==> src/hdl/tile_lock_defs.vh <==
// Constants for the tile protection word, register map and OTP geometry
`ifndef TILE_LOCK_DEFS_VH
`define TILE_LOCK_DEFS_VH

// Protection word bit positions
`define PW_DBG_OFF 0
`define PW_LINK_OFF 1
`define PW_SEC_BOOT 5
`define PW_REDUND 7
`define PW_SECT_LO 8
`define PW_SECT_HI 11
`define PW_MASTER 12
`define PW_DBG_OTP_OFF 13
`define PW_PIN_OFF 14
`define PW_USER_LO 15
`define PW_USER_HI 21
`define PW_ID_LO 22
`define PW_ID_HI 31

// OTP geometry
`define OTP_SECTORS 4
`define OTP_ROWS 512
`define OTP_ROW_W 11
`define OTP_WORD_W 32
`define OTP_PROT_ROW 11'h7ff

// Register byte offsets
`define OFS_PROT 8'h00
`define OFS_STAT 8'h04

// Status register fields
`define ST_LOADED 0
`define ST_DBG_DENY 1
`define ST_OTP_DENY 2
`define ST_LINK_DENY 3
`define ST_PROG_DENY 4

// AXI responses
`define RESP_OKAY 2'h0
`define RESP_SLVERR 2'h2

`endif

==> src/hdl/otp_word_loader.v <==
// Power-up fetch of the protection word from OTP
`timescale 1ns/1ps
`include "tile_lock_defs.vh"
module otp_word_loader #(
  parameter [10:0] PROT_ROW = `OTP_PROT_ROW
) (
  input wire aclk,
  input wire aresetn,
  output reg otp_rd_en,
  output reg [10:0] otp_rd_row,
  input wire otp_rd_valid,
  input wire [31:0] otp_rd_data,
  output reg loaded,
  output reg load_pulse,
  output reg [31:0] word
);
  localparam [1:0] ST_START = 2'h0;
  localparam [1:0] ST_WAIT = 2'h1;
  localparam [1:0] ST_DONE = 2'h2;
  reg [1:0] state_q;

  // Read one row once after reset, then hold the word until the next reset
  always @(posedge aclk) begin
    if (!aresetn) begin
      state_q <= ST_START;
      otp_rd_en <= 1'b0;
      otp_rd_row <= 11'h000;
      loaded <= 1'b0;
      load_pulse <= 1'b0;
      word <= 32'h0000_0000;
    end else begin
      load_pulse <= 1'b0;
      case (state_q)
        ST_START: begin
          otp_rd_en <= 1'b1;
          otp_rd_row <= PROT_ROW;
          state_q <= ST_WAIT;
        end
        ST_WAIT: begin
          if (otp_rd_valid) begin
            otp_rd_en <= 1'b0;
            word <= otp_rd_data;
            loaded <= 1'b1;
            load_pulse <= 1'b1;
            state_q <= ST_DONE;
          end
        end
        ST_DONE: begin
          state_q <= ST_DONE;
        end
        default: begin
          state_q <= ST_START;
        end
      endcase
    end
  end
endmodule

==> src/hdl/otp_prog_gate.v <==
// Grants or refuses OTP programming requests against the sector and master locks
`timescale 1ns/1ps
`include "tile_lock_defs.vh"
module otp_prog_gate (
  input wire aclk,
  input wire aresetn,
  input wire loaded,
  input wire [4:0] locks,
  input wire prog_valid,
  input wire prog_to_prot,
  input wire [10:0] prog_row,
  output reg prog_grant,
  output reg prog_deny
);
  // Sector n covers rows n*512 .. n*512+511
  function sector_locked;
    input [3:0] sect_locks;
    input [10:0] row;
    begin
      sector_locked = sect_locks[row[10:9]];
    end
  endfunction

  wire refuse;
  assign refuse = !loaded || locks[4] || (!prog_to_prot && sector_locked(locks[3:0], prog_row));

  // One-cycle answer after each request
  always @(posedge aclk) begin
    if (!aresetn) begin
      prog_grant <= 1'b0;
      prog_deny <= 1'b0;
    end else begin
      prog_grant <= prog_valid && !refuse;
      prog_deny <= prog_valid && refuse;
    end
  end
endmodule

==> src/hdl/tile_security_lock_control.v <==
// Tile security lock control: protection word, access gating and register slave
`timescale 1ns/1ps
`include "tile_lock_defs.vh"
module tile_security_lock_control #(
  parameter ADDR_W = 8,
  parameter [10:0] PROT_ROW = `OTP_PROT_ROW
) (
  input wire aclk,
  input wire aresetn,
  input wire [ADDR_W-1:0] s_axi_awaddr,
  input wire [2:0] s_axi_awprot,
  input wire s_axi_awvalid,
  output reg s_axi_awready,
  input wire [31:0] s_axi_wdata,
  input wire [3:0] s_axi_wstrb,
  input wire s_axi_wvalid,
  output reg s_axi_wready,
  output reg [1:0] s_axi_bresp,
  output reg s_axi_bvalid,
  input wire s_axi_bready,
  input wire [ADDR_W-1:0] s_axi_araddr,
  input wire [2:0] s_axi_arprot,
  input wire s_axi_arvalid,
  output reg s_axi_arready,
  output reg [31:0] s_axi_rdata,
  output reg [1:0] s_axi_rresp,
  output reg s_axi_rvalid,
  input wire s_axi_rready,
  output wire otp_rd_en,
  output wire [10:0] otp_rd_row,
  input wire otp_rd_valid,
  input wire [31:0] otp_rd_data,
  input wire dbg_req_valid,
  input wire dbg_req_otp,
  input wire dbg_req_write,
  output reg dbg_grant,
  output reg dbg_deny,
  input wire link_req_valid,
  output reg link_grant,
  output reg link_deny,
  input wire prog_valid,
  input wire prog_to_prot,
  input wire [10:0] prog_row,
  output wire prog_grant,
  output wire prog_deny,
  input wire debug_req_n,
  output reg debug_halt,
  output reg boot_release,
  output reg boot_from_otp,
  output reg otp_redundant_en,
  output reg [9:0] usercode_id,
  output wire protection_loaded
);
  // Loaded word, effective word and sticky flag state
  wire load_pulse;
  wire [31:0] otp_word;
  reg [6:0] user_q;
  reg [6:0] user_d;
  reg [3:0] sticky_q;
  reg [3:0] sticky_d;
  wire [31:0] prot_word;
  wire [31:0] status_word;
  // Write and read channel holding registers
  reg aw_held_q;
  reg [ADDR_W-1:0] aw_addr_q;
  reg w_held_q;
  reg [31:0] w_data_q;
  reg [3:0] w_strb_q;
  wire wr_fire;
  wire [ADDR_W-1:0] wr_addr;
  wire [31:0] wr_data;
  wire [3:0] wr_strb;
  wire wr_prot_hit;
  wire wr_stat_hit;
  wire dbg_refuse;
  wire link_refuse;
  reg [ADDR_W-1:0] ar_addr_q;
  reg dbg_req_otp_q;

  // Register decode: the word index of a byte address against a byte offset,
  // so that the low address bits never take part in the match
  function reg_hit;
    input [7:0] addr;
    input [7:0] ofs;
    begin
      reg_hit = (addr[7:2] == ofs[7:2]);
    end
  endfunction

  // Power-up fetch of the protection word
  otp_word_loader #(
    .PROT_ROW(PROT_ROW)
  ) u_loader (
    .aclk(aclk),
    .aresetn(aresetn),
    .otp_rd_en(otp_rd_en),
    .otp_rd_row(otp_rd_row),
    .otp_rd_valid(otp_rd_valid),
    .otp_rd_data(otp_rd_data),
    .loaded(protection_loaded),
    .load_pulse(load_pulse),
    .word(otp_word)
  );

  // Programming lock checks
  otp_prog_gate u_prog_gate (
    .aclk(aclk),
    .aresetn(aresetn),
    .loaded(protection_loaded),
    .locks(otp_word[`PW_MASTER:`PW_SECT_LO]),
    .prog_valid(prog_valid),
    .prog_to_prot(prog_to_prot),
    .prog_row(prog_row),
    .prog_grant(prog_grant),
    .prog_deny(prog_deny)
  );

  // Effective word: only the general purpose field can change after loading
  assign prot_word = {otp_word[`PW_ID_HI:`PW_ID_LO], user_q,
                      otp_word[`PW_USER_LO-1:0]};
  // Status: loaded flag under the four sticky refusal flags
  assign status_word = {27'h0, sticky_q, protection_loaded};

  // Access refusal terms, everything refused until the word is loaded;
  // bit 0 refuses OTP requests as well, bit 13 refuses only those
  assign dbg_refuse = !protection_loaded || otp_word[`PW_DBG_OFF] ||
                      (dbg_req_otp && otp_word[`PW_DBG_OTP_OFF]);
  assign link_refuse = !protection_loaded || otp_word[`PW_LINK_OFF];

  // Debug port and link answers, one cycle after the request
  always @(posedge aclk) begin
    if (!aresetn) begin
      dbg_grant <= 1'b0;
      dbg_deny <= 1'b0;
      link_grant <= 1'b0;
      link_deny <= 1'b0;
    end else begin
      dbg_grant <= dbg_req_valid && !dbg_refuse;
      dbg_deny <= dbg_req_valid && dbg_refuse;
      link_grant <= link_req_valid && !link_refuse;
      link_deny <= link_req_valid && link_refuse;
    end
  end

  // Static controls driven from the loaded word
  always @(posedge aclk) begin
    if (!aresetn) begin
      debug_halt <= 1'b0;
      boot_release <= 1'b0;
      boot_from_otp <= 1'b0;
      otp_redundant_en <= 1'b0;
      usercode_id <= 10'h000;
    end else begin
      debug_halt <= protection_loaded && !otp_word[`PW_PIN_OFF] && !debug_req_n;
      boot_release <= protection_loaded;
      boot_from_otp <= protection_loaded && otp_word[`PW_SEC_BOOT];
      otp_redundant_en <= protection_loaded && otp_word[`PW_REDUND];
      usercode_id <= protection_loaded ? otp_word[`PW_ID_HI:`PW_ID_LO] : 10'h000;
    end
  end

  // Write address and data are accepted independently and held until paired;
  // the response is raised only once both handshakes have completed
  assign wr_fire = aw_held_q && w_held_q && !s_axi_bvalid;
  assign wr_addr = aw_addr_q;
  assign wr_data = w_data_q;
  assign wr_strb = w_strb_q;
  assign wr_prot_hit = wr_fire && reg_hit(wr_addr[7:0], `OFS_PROT);
  assign wr_stat_hit = wr_fire && reg_hit(wr_addr[7:0], `OFS_STAT);

  // Answer each paired write once, then release both holding registers
  always @(posedge aclk) begin
    if (!aresetn) begin
      aw_held_q <= 1'b0;
      aw_addr_q <= {ADDR_W{1'b0}};
      w_held_q <= 1'b0;
      w_data_q <= 32'h0000_0000;
      w_strb_q <= 4'h0;
      s_axi_awready <= 1'b0;
      s_axi_wready <= 1'b0;
      s_axi_bvalid <= 1'b0;
      s_axi_bresp <= `RESP_OKAY;
    end else begin
      s_axi_awready <= 1'b0;
      s_axi_wready <= 1'b0;
      if (s_axi_awvalid && !aw_held_q && !s_axi_awready) begin
        s_axi_awready <= 1'b1;
        aw_held_q <= 1'b1;
        aw_addr_q <= s_axi_awaddr;
      end
      if (s_axi_wvalid && !w_held_q && !s_axi_wready) begin
        s_axi_wready <= 1'b1;
        w_held_q <= 1'b1;
        w_data_q <= s_axi_wdata;
        w_strb_q <= s_axi_wstrb;
      end
      if (wr_fire) begin
        s_axi_bvalid <= 1'b1;
        s_axi_bresp <= (wr_prot_hit || wr_stat_hit) ? `RESP_OKAY : `RESP_SLVERR;
      end
      if (s_axi_bvalid && s_axi_bready) begin
        s_axi_bvalid <= 1'b0;
        aw_held_q <= 1'b0;
        w_held_q <= 1'b0;
      end
    end
  end

  // General purpose field: seeded by the load, then software may rewrite it
  always @* begin
    user_d = user_q;
    if (load_pulse) begin
      user_d = otp_word[`PW_USER_HI:`PW_USER_LO];
    end else if (wr_prot_hit && protection_loaded) begin
      if (wr_strb[1]) begin
        user_d[0] = wr_data[15];
      end
      if (wr_strb[2]) begin
        user_d[6:1] = wr_data[21:16];
      end
    end
  end

  // Sticky refusal flags: write one to clear, a new refusal wins over the clear;
  // each flag is set the cycle after its deny pulse
  always @* begin
    sticky_d = sticky_q;
    if (wr_stat_hit && wr_strb[0]) begin
      sticky_d = sticky_q & ~wr_data[`ST_PROG_DENY:`ST_DBG_DENY];
    end
    if (dbg_deny && !dbg_req_otp_q) begin
      sticky_d[0] = 1'b1;
    end
    if (dbg_deny && dbg_req_otp_q) begin
      sticky_d[1] = 1'b1;
    end
    if (link_deny) begin
      sticky_d[2] = 1'b1;
    end
    if (prog_deny) begin
      sticky_d[3] = 1'b1;
    end
  end

  // Field, flag and request-target registers
  always @(posedge aclk) begin
    if (!aresetn) begin
      user_q <= 7'h00;
      sticky_q <= 4'h0;
      dbg_req_otp_q <= 1'b0;
    end else begin
      user_q <= user_d;
      sticky_q <= sticky_d;
      dbg_req_otp_q <= dbg_req_otp;
    end
  end

  // Read channel: the address is taken first and the data follows the edge at
  // which that handshake completes, so rvalid never rises ahead of it
  always @(posedge aclk) begin
    if (!aresetn) begin
      s_axi_arready <= 1'b0;
      ar_addr_q <= {ADDR_W{1'b0}};
      s_axi_rvalid <= 1'b0;
      s_axi_rdata <= 32'h0000_0000;
      s_axi_rresp <= `RESP_OKAY;
    end else begin
      s_axi_arready <= 1'b0;
      if (s_axi_arvalid && !s_axi_arready && !s_axi_rvalid) begin
        s_axi_arready <= 1'b1;
        ar_addr_q <= s_axi_araddr;
      end else if (s_axi_arvalid && s_axi_arready) begin
        s_axi_rvalid <= 1'b1;
        if (reg_hit(ar_addr_q[7:0], `OFS_PROT)) begin
          s_axi_rdata <= prot_word;
          s_axi_rresp <= `RESP_OKAY;
        end else if (reg_hit(ar_addr_q[7:0], `OFS_STAT)) begin
          s_axi_rdata <= status_word;
          s_axi_rresp <= `RESP_OKAY;
        end else begin
          s_axi_rdata <= 32'h0000_0000;
          s_axi_rresp <= `RESP_SLVERR;
        end
      end else if (s_axi_rvalid && s_axi_rready) begin
        s_axi_rvalid <= 1'b0;
      end
    end
  end
endmodule

==> config.mk <==
export PLATFORM = sky130hd
export DESIGN_NAME = tile_security_lock_control
export DESIGN_NICKNAME = d
export VERILOG_FILES = /design/src/hdl/otp_word_loader.v /design/src/hdl/otp_prog_gate.v /design/src/hdl/tile_security_lock_control.v
export VERILOG_INCLUDE_DIRS = /design/src /design/src/hdl
export SDC_FILE = /design/constraint.sdc
export NUM_CORES = 1
export LEC_CHECK = 0
export ABC_AREA = 1
export BUFFER_PORTS_ARGS = -buffer_cell sky130_fd_sc_hd__clkbuf_2
export CAP_MARGIN = 20
export CORE_ASPECT_RATIO = 0.6
export CORE_UTILIZATION = 44
export CTS_CLUSTER_DIAMETER = 40
export DETAILED_ROUTE_END_ITERATION = 16
export PLACE_DENSITY = 0.73
export REMOVE_ABC_BUFFERS = 1
export SYNTH_ARGS = -nofsm -noshare
export SYNTH_HDL_FRONTEND = slang
export SYNTH_SLANG_ARGS = --single-unit
==> constraint.sdc <==
create_clock -name aclk -period 1.1 [get_ports aclk]
set_input_delay 0.055 -clock aclk [delete_from_list [all_inputs] [get_ports aclk]]
set_output_delay 0.055 -clock aclk [all_outputs]
set_load 0.01 [all_outputs]
After elaboration in Yosys (flattened, before gate mapping)
Index checks and enable logic that the tools add are counted. W data, S select, Z words.

Bits in registers: 154. Word-level logic and storage cells: 145.

Magnitude comparators: 1. Eq/ne operators: 5. Muxes and demuxes: 26. Bitwise logic cells: 4. Reduce and logical (&&, ||, !) cells: 71.

Operators with widths (count): $mux W32 (1); $logic_and A1 B1 Y1 (29); $reduce_bool A2 Y1 (9); $reduce_and A2 Y1 (8); $logic_not A1 Y1 (15); $mux W7 (2); $mux W1 (13); $eq A6 B1 Y1 const B (2); $logic_not A6 Y1 (2); $mux W2 (4); $logic_or A1 B1 Y1 (6); $mux W6 (1); $pmux W2 S3 (1); $mux W5 (1); $and A4 B4 Y4 (1); $mux W4 (1); $not A4 Y4 (1); $lt A2 B3 Y1 const B (1); $bmux W1 S2 (1); $eq A2 B1 Y1 const B (1); $eq A2 B2 Y1 const B (1); $logic_not A2 Y1 (1); $ne A2 B2 Y1 const B (1); $not A1 Y1 (2); 2 further kinds (2).

Longest topological paths before layout
Gate-level depths: netlist of run 1.

Depth after elaboration: 6. Depth in mapped cells: 8. Mapped depth without buffers: 7.

Cells and area by module
Synthesis of run 1 repeated with hierarchy kept, for this count alone.

Cell total of the unflattened synthesis: 653. Area total of the unflattened synthesis: 5104.9 um2.

Modules (own cells, without submodules): tile_security_lock_control (times used 1, cells an instance 450, area each 3510.9 um2); otp_word_loader (times used 1, cells an instance 180, area each 1457.6 um2); otp_prog_gate (times used 1, cells an instance 23, area each 136.4 um2).

Worst setup path after synthesis of run 1
OpenSTA, ideal clock, no wires.

Path type: register -> register. From: register u_loader.loaded. To: register user_q[1]. Arrival time: 1.112 ns. Data required time: 0.985 ns. Path slack: -0.127 ns. Cell stages (with the launch flop): 8. Path buffers: 2. Cells stage by stage: dfxtp_1 buf_4 inv_1 nor2_1 nand4_2 buf_6 a21oi_1 nor2_1.

Longest elaborated chain between the ends: 3.

Ends and longest elaborated chain: start: declaration (RTL line otp_word_loader.v:13) `output reg loaded,`; start signal: assignment (RTL line otp_word_loader.v:28) `loaded <= 1'b0;`; start signal: assignment (RTL line otp_word_loader.v:43) `loaded <= 1'b1;`; $logic_and A1 B1 Y1 (RTL line tile_security_lock_control.v:214) `end else if (wr_prot_hit && protection_loaded) begin`; $reduce_bool A2 Y1 (no line); $reduce_and A2 Y1 (no line); end signal: assignment (RTL line tile_security_lock_control.v:252) `user_q <= user_d;`; end: declaration (RTL line tile_security_lock_control.v:57) `reg [6:0] user_q;`.

No other way between the ends. A chain may end at the register's enable or synchronous reset.

Worst setup path after layout of run 1
From: register ar_addr_q[7]. To: register s_axi_rdata[30].

Longest elaborated chain between the ends: 2.

Ends and longest elaborated chain: start: declaration (RTL line tile_security_lock_control.v:77) `reg [ADDR_W-1:0] ar_addr_q;`; start signal: assignment (RTL line tile_security_lock_control.v:263) `ar_addr_q <= {ADDR_W{1'b0}};`; start signal: assignment (RTL line tile_security_lock_control.v:271) `ar_addr_q <= s_axi_araddr;`; $logic_not A6 Y1 (RTL line tile_security_lock_control.v:86) `reg_hit = (addr[7:2] == ofs[7:2]);`; $mux W32 (RTL line tile_security_lock_control.v:274) `` if (reg_hit(ar_addr_q[7:0], `OFS_PROT)) begin ``; end signal: assignment (RTL line tile_security_lock_control.v:275) `s_axi_rdata <= prot_word;`; end signal: assignment (RTL line tile_security_lock_control.v:278) `s_axi_rdata <= status_word;`; end: declaration (RTL line tile_security_lock_control.v:25) `output reg [31:0] s_axi_rdata,`.

No other way between the ends.

==> results of run 1 <==
==> cells in the mapped netlist, types with 2 or more instances <==
library cell  number
o21ai_0           63
ha_1               2
nand2_1          114
a31oi_1            2
nor2_4             3
nand3_1           26
inv_2              2
nor2_2             2
buf_2             11
a21oi_1           48
buf_1              3
nand3b_1           3
dfxtp_1          137
buf_12             2
a21oi_2           20
o21ai_1            4
buf_4             14
nor2_1            61
nand2_2           22
inv_1             72
nand4_1            4
clkbuf_1          10
==> area by class of cell <==
cell class,count,area share
multi-input cells,386,0.2822
repair buffers,271,0.2494
clock inverters,7,0.008340
well taps,160,0.02471
flip-flops and latches,137,0.3405
clock buffers,25,0.05992
inverters,74,0.03490
==> report_power, final <==
group	internal, W	leakage (nW)	switching (W)	total [W]
clock	0.00328	0.263	0.00200	0.00528
combinational	0.00130	2.31	0.00153	0.00283
sequential	0.00543	1.12	0.000318	0.00575
total	0.0100	3.69	0.00385	0.0139
==> sequential cells by signal, indices dropped and copies added, names as in the netlist, 2 cells and up <==
register          cells
s_axi_rdata          32
user_q                7
w_strb_q              3
aw_addr_q             6
ar_addr_q             6
u_loader.word        32
usercode_id          10
u_loader.state_q      2
sticky_q              4
w_data_q             11
==> worst max-delay path, stage by stage (launching register included) <==
cell and delay (ns):
dfxtp_2 0.33, nor2_4 0.14, nand4_4 0.14, nor2_8 0.22, clkbuf_16 0.22, nand2_2 0.06
a21oi_2 0.11
==> worst min-delay path by stage <==
stage	from	endpoint	slack, ns	depth (start not counted)
final	prog_row[10]	u_prog_gate.prog_deny$_SDFF_PN0_	0.07	4
after detailed placement	debug_req_n	debug_halt$_SDFF_PN0_	0.23	2
after CTS	s_axi_arvalid	s_axi_arready$_SDFF_PN0_	0.002	3
after global placement	debug_req_n	debug_halt$_SDFF_PN0_	0.22	2
after global routing	prog_row[10]	u_prog_gate.prog_deny$_SDFF_PN0_	0.07	4
after floorplan	debug_req_n	debug_halt$_SDFF_PN0_	0.13	1
==> stage by stage <==
stage               worst slack, ns  power [W]  utilization  area (um2)  instances
global route                -0.2483    0.01446       0.7123        8102       1060
floorplan                   -0.7489   0.006749            -        4927        595
detailed placement          -0.2209   0.007730       0.5404        6146        934
CTS                         -0.1792    0.01358       0.6779        7710       1048
finish                      -0.1940    0.01386       0.7123        8102       1060
global placement            -0.1422   0.007639       0.5404        6146        934
==> cell families after synthesis <==
logic type      count (synthesis)  synth area share
simple gates                  241            0.2108
buf+inv                       116            0.1047
other cells                     1         0.0007227
flops                         137            0.5286
compound gates                139            0.1505
fa+ha+maj                       2          0.004822
==> metal layers <==
layer,up-vias,routed length [um],GRT usage
met5,-,0,0
met4,0,74,0.06452
met3,6,914,0.06253
met2,156,7779,0.4131
met1,2373,7083,0.3272
li1,2525,-,-
==> repair_timing <==
action,4_1_cts,5_1_grt
endpoints found under the setup margin,96,106
buffers inserted,11,8
hold buffers,68,1
gates resized for setup,94,94
pin swaps,15,27
endpoints found under the hold margin,72,1
gates cloned,4,4
==> impl_metrics.yaml, run 1 <==
outcome:
  outcome: "complete, but fails checks"
  violations: "negative setup slack"
clock_network:
  cts_buffer_depth: 2
  cts_tree: "done"
  clkSinkCount: 137
  htreeDepth: 4
  clock_latency_ns: 0.41
  cts_buffers: 17
  root_buffer: "clkbuf_16"
  cts.clk_slew.worst_paths_ns: 0.06
job:
  maxCapViolations: 0
worst_setup_path:
  cp-endpoint: "s_axi_rdata[30]$_SDFFE_PN0P_"
  rr_startpoint: "ar_addr_q[7]$_SDFFE_PN0N_"
  arrival_ns: 1.64
  cp_max_fo: 11
  start_kind: "flip-flop"
  critical_path_class: "reg2reg"
  r2r_cells: 6
  reg2reg_to: "s_axi_rdata[30]$_SDFFE_PN0P_"
  required_ns: 1.44
  critPathCaptureType: "flip-flop"
  rrSetupSlack_ns: -0.19
  crit_path_start: "ar_addr_q[7]$_SDFFE_PN0N_"
timing:
  slew_violations: 0
  fin_tns_setup_ns: -8.132
  worstMarginPinSlew_ns: 0.5203
  finalHoldViolCount: 0
  final-setup-viol-count: 78
  final.period_utilization: 1.176
  fin_skew_ns: 0.009291
  fin_ws_ns: -0.1940
  max_freq_ghz: 0.7728
  rsz0062_at_grt: "true"
  post-route-min-period_ns: 1.294
  whs_ns: 0.07264
  relSlewSlack: 0.6527
detailed_routing:
  antenna_left: 0
  viasPerCell: 4.774
  dr.first_iter.drc_count: 345
  drt-total-wl_um: 15850
  drc_errors: 0
  first_pass_iters: 4
  num_vias: 5060
  wl_per_cell_um: 14.95
floorplan:
  start_util: 0.4562
  fp-row-count: 30
  die_h_um: 86.12
  die_area_um2: 12250
  pin_count: 190
  dieWidth_um: 142.2
  core-area_um2: 11370
final_layout:
  drive_gt1_frac: 0.4144
  syn2layout_area_growth_pct: 56.14
  diodes: 0
  nFillCells: 872
  mostFrequentLayoutCells: "145 x clkbuf_2, 126 x dfxtp_1, 72 x nand2_1"
  multi_input_area_um2: 2286
  final_common_cell: "clkbuf_2"
  register_area_um2: 2759
  num-nets-final: 1005
place:
  dp_hpwl_um: 9486
  io_buffers: 145
  gp_congestion: 0.8048
synthesis:
  synthesis.area_um2: 5189
  synth_top_area_share: 0.5286
  yosys.area.top_type: "dfxtp_1"
  synth_edf_count: 0
  yosys-top-cells-area: "dfxtp_1 53%, nand2_1 8.2%, o21ai_0 6.1%, inv_1 5.2%, a21oi_1 4.6%"
  async_reset_ff_frac: 0
  synthCells: 636
  avgSynthCellArea_um2: 8.158
  ys_ff_latch: 137
  synthFlopType: "dfxtp_1"
  synth_cell_type_count: 33
  synth_warnings: 0
  synth.yosys.seq_area_share: 0.5286
global_route:
  overflow: 0
  antenna_found_initial: 0
  grt_pass1_vias: 4969
  grt.total_usage: 0.2501
  grt_max_degree: 29
  grt_first_pass_wirelength_um: 23570
power_and_ir_drop:
  p_leak_nw: 3.693
  ir_drop_mv: 1.175
  power.density_nw_per_um2: 1711
min_path:
  min_path_type: "in2reg"
No activity file was read; power rests on OpenSTA's default activity.
==> inputs of run 2 (changes only) <==
--- a/config.mk
+++ b/config.mk
@@ -12,9 +12,11 @@
 export CORE_ASPECT_RATIO = 0.6
 export CORE_UTILIZATION = 44
 export CTS_CLUSTER_DIAMETER = 40
+export CTS_CLUSTER_SIZE = 25
 export DETAILED_ROUTE_END_ITERATION = 16
 export PLACE_DENSITY = 0.73
 export REMOVE_ABC_BUFFERS = 1
+export SETUP_SLACK_MARGIN = 0.15
 export SYNTH_ARGS = -nofsm -noshare
 export SYNTH_HDL_FRONTEND = slang
 export SYNTH_SLANG_ARGS = --single-unit
==> impl_metrics.yaml, run 2 (same netlist as run 1, synthesis figures left out) <==
outcome:
  outcome: "complete, but fails checks"
  violations: "negative setup slack"
timing:
  final-setup-viol-count: 94
  fin_skew_ns: 0.01013
  post-route-min-period_ns: 1.308
  relSlewSlack: 0.6650
  final.period_utilization: 1.189
  finalHoldViolCount: 0
  fin_tns_setup_ns: -10.50
  max_freq_ghz: 0.7644
  slew_violations: 0
  worstMarginPinSlew_ns: 0.5019
  rsz0062_at_grt: "true"
  fin_ws_ns: -0.2081
detailed_routing:
  dr.first_iter.drc_count: 309
  antenna_left: 0
  wl_met2_um: 8781
  drt-total-wl_um: 17690
  wl_per_cell_um: 16.42
  met3_wirelength_um: 959
  routed.top_layer: "met4"
  drc_errors: 0
  first_pass_iters: 5
  viasPerCell: 4.942
  wl_met1_um: 7715
  num_vias: 5323
place:
  placedCellCount: 934
  io_buffers: 145
  place_ws_ns: -0.2209
  dp_hpwl_um: 9486
  gp_congestion: 0.8048
global_route:
  grt_first_pass_wirelength_um: 25120
  grt_pass1_vias: 5289
  grt.total_usage: 0.2686
  grt_max_degree: 29
  antenna_found_initial: 1
  overflow: 0
clock_network:
  cts_buffer_depth: 2
  cts_tree: "done"
  clock_latency_ns: 0.41
  cts.clk_slew.worst_paths_ns: 0.06
  root_buffer: "clkbuf_16"
  htreeDepth: 4
  clkSinkCount: 137
  cts_buffers: 17
power_and_ir_drop:
  ir_drop_mv: 1.371
  p_leak_nw: 3.943
  power.density_nw_per_um2: 1682
worst_setup_path:
  cp_max_fo: 11
  arrival_ns: 1.65
  cp_slowest_stage_delay_ns: 0.33
  critPathCaptureType: "flip-flop"
  critical_path_class: "reg2reg"
  required_ns: 1.44
  worst-path-buf-inv: 1
  path_cells: "nor2_4 -> nand4_4 -> nor2_8 -> clkbuf_16 -> nand2_2 -> a21oi_2"
  crit_slowest_cell: "dfxtp_2"
  start_kind: "flip-flop"
  critPathTopFamily: "simple AND/OR/NAND/NOR gates"
final_layout:
  mostFrequentLayoutCells: "100 x clkbuf_2, 84 x dfxtp_1, 70 x nand2_1"
  syn2layout_area_growth_pct: 71.86
  multi_input_area_um2: 2555
  fin_cells: 1077
  register_area_um2: 2816
  largestRegisters: "s_axi_rdata x32, u_loader.word x32, w_data_q x11"
  drive_gt1_frac: 0.5360
  final_common_cell: "clkbuf_2"
  fin_util: 0.7840
  num-nets-final: 1021
  nFillCells: 699
floorplan:
  die_h_um: 86.12
  die_area_um2: 12250
  fp-row-count: 30
  start_util: 0.4562
  core-area_um2: 11370
  pin_count: 190
  dieWidth_um: 142.2
job:
  maxCapViolations: 0
min_path:
  min_path_type: "in2reg"
## run 2: cell count changes in the layout (fill, tap and decap cells not counted), moves of 9 or more
cell,change
a21oi_1,-15
a21oi_2,+15
buf_2,+14
buf_6,+47
clkbuf_2,-45
dfxtp_1,-42
dfxtp_2,+40
nor2_1,-9
o21ai_0,-14
o21ai_1,-10
o21ai_2,+21
## run 2: final cells by class
cell class	instances	area share
Antenna cell	1	0.0002806
Clock buffer	25	0.05444
Clock inverter	7	0.007577
Inverter	74	0.03255
Multi-Input combinational cell	386	0.2865
Sequential cell	137	0.3158
Tap cell	160	0.02245
Timing Repair Buffer	287	0.2803
## run 2: worst paths after layout
kind,slack (ns),cells after the start,to,from
max,-0.21,6,s_axi_rdata[22]$_SDFFE_PN0P_,ar_addr_q[4]$_SDFFE_PN0N_
min,0.08,3,u_loader.state_q[0]$_SDFFE_PN0P_,otp_rd_valid
max reg2reg,-0.21,6,s_axi_rdata[22]$_SDFFE_PN0P_,ar_addr_q[4]$_SDFFE_PN0N_
min reg2reg,0.44,1,link_grant$_SDFF_PN0_,u_loader.word[1]$_SDFFE_PN0P_
## run 2: stage by stage
stage	hold slack, ns	total power [W]	instance area, um2
floorplan	0.1318	0.006749	4927
global placement	0.2215	0.007639	6146
detailed placement	0.2272	0.007730	6146
CTS	0.03437	0.01423	8208
global route	0.07998	0.01558	8915
finish	0.07844	0.01500	8917
## run 2: worst register-to-register path, delay by kind of cell, from the launching register on
kind / cells / cell delay (ns)
simple gates: 4 / 0.58
buf+inv: 1 / 0.22
compound gates: 1 / 0.11
flops: 1 / 0.33
## run 2: timing repair
item                                    4_1_cts  5_1_grt
buffers inserted                             22        7
pin swaps                                    25       25
endpoints found under the hold margin        70        0
hold buffers                                 67        0
gates cloned                                 11        3
gates resized for setup                     233      191
endpoints found under the setup margin      161      168
## run 2: metal layers
metal / track usage / vias up
met5: 0 / -
met4: 0.09482 / 0
met3: 0.06086 / 23
met2: 0.4537 / 180
met1: 0.3384 / 2564
li1: - / 2556
## run 2: power breakdown
group          total [W]  switching [W]  internal [W]
logic            0.00392        0.00192       0.00200
clock network    0.00531        0.00203       0.00328
registers        0.00577       0.000325       0.00544
total             0.0150        0.00427        0.0107
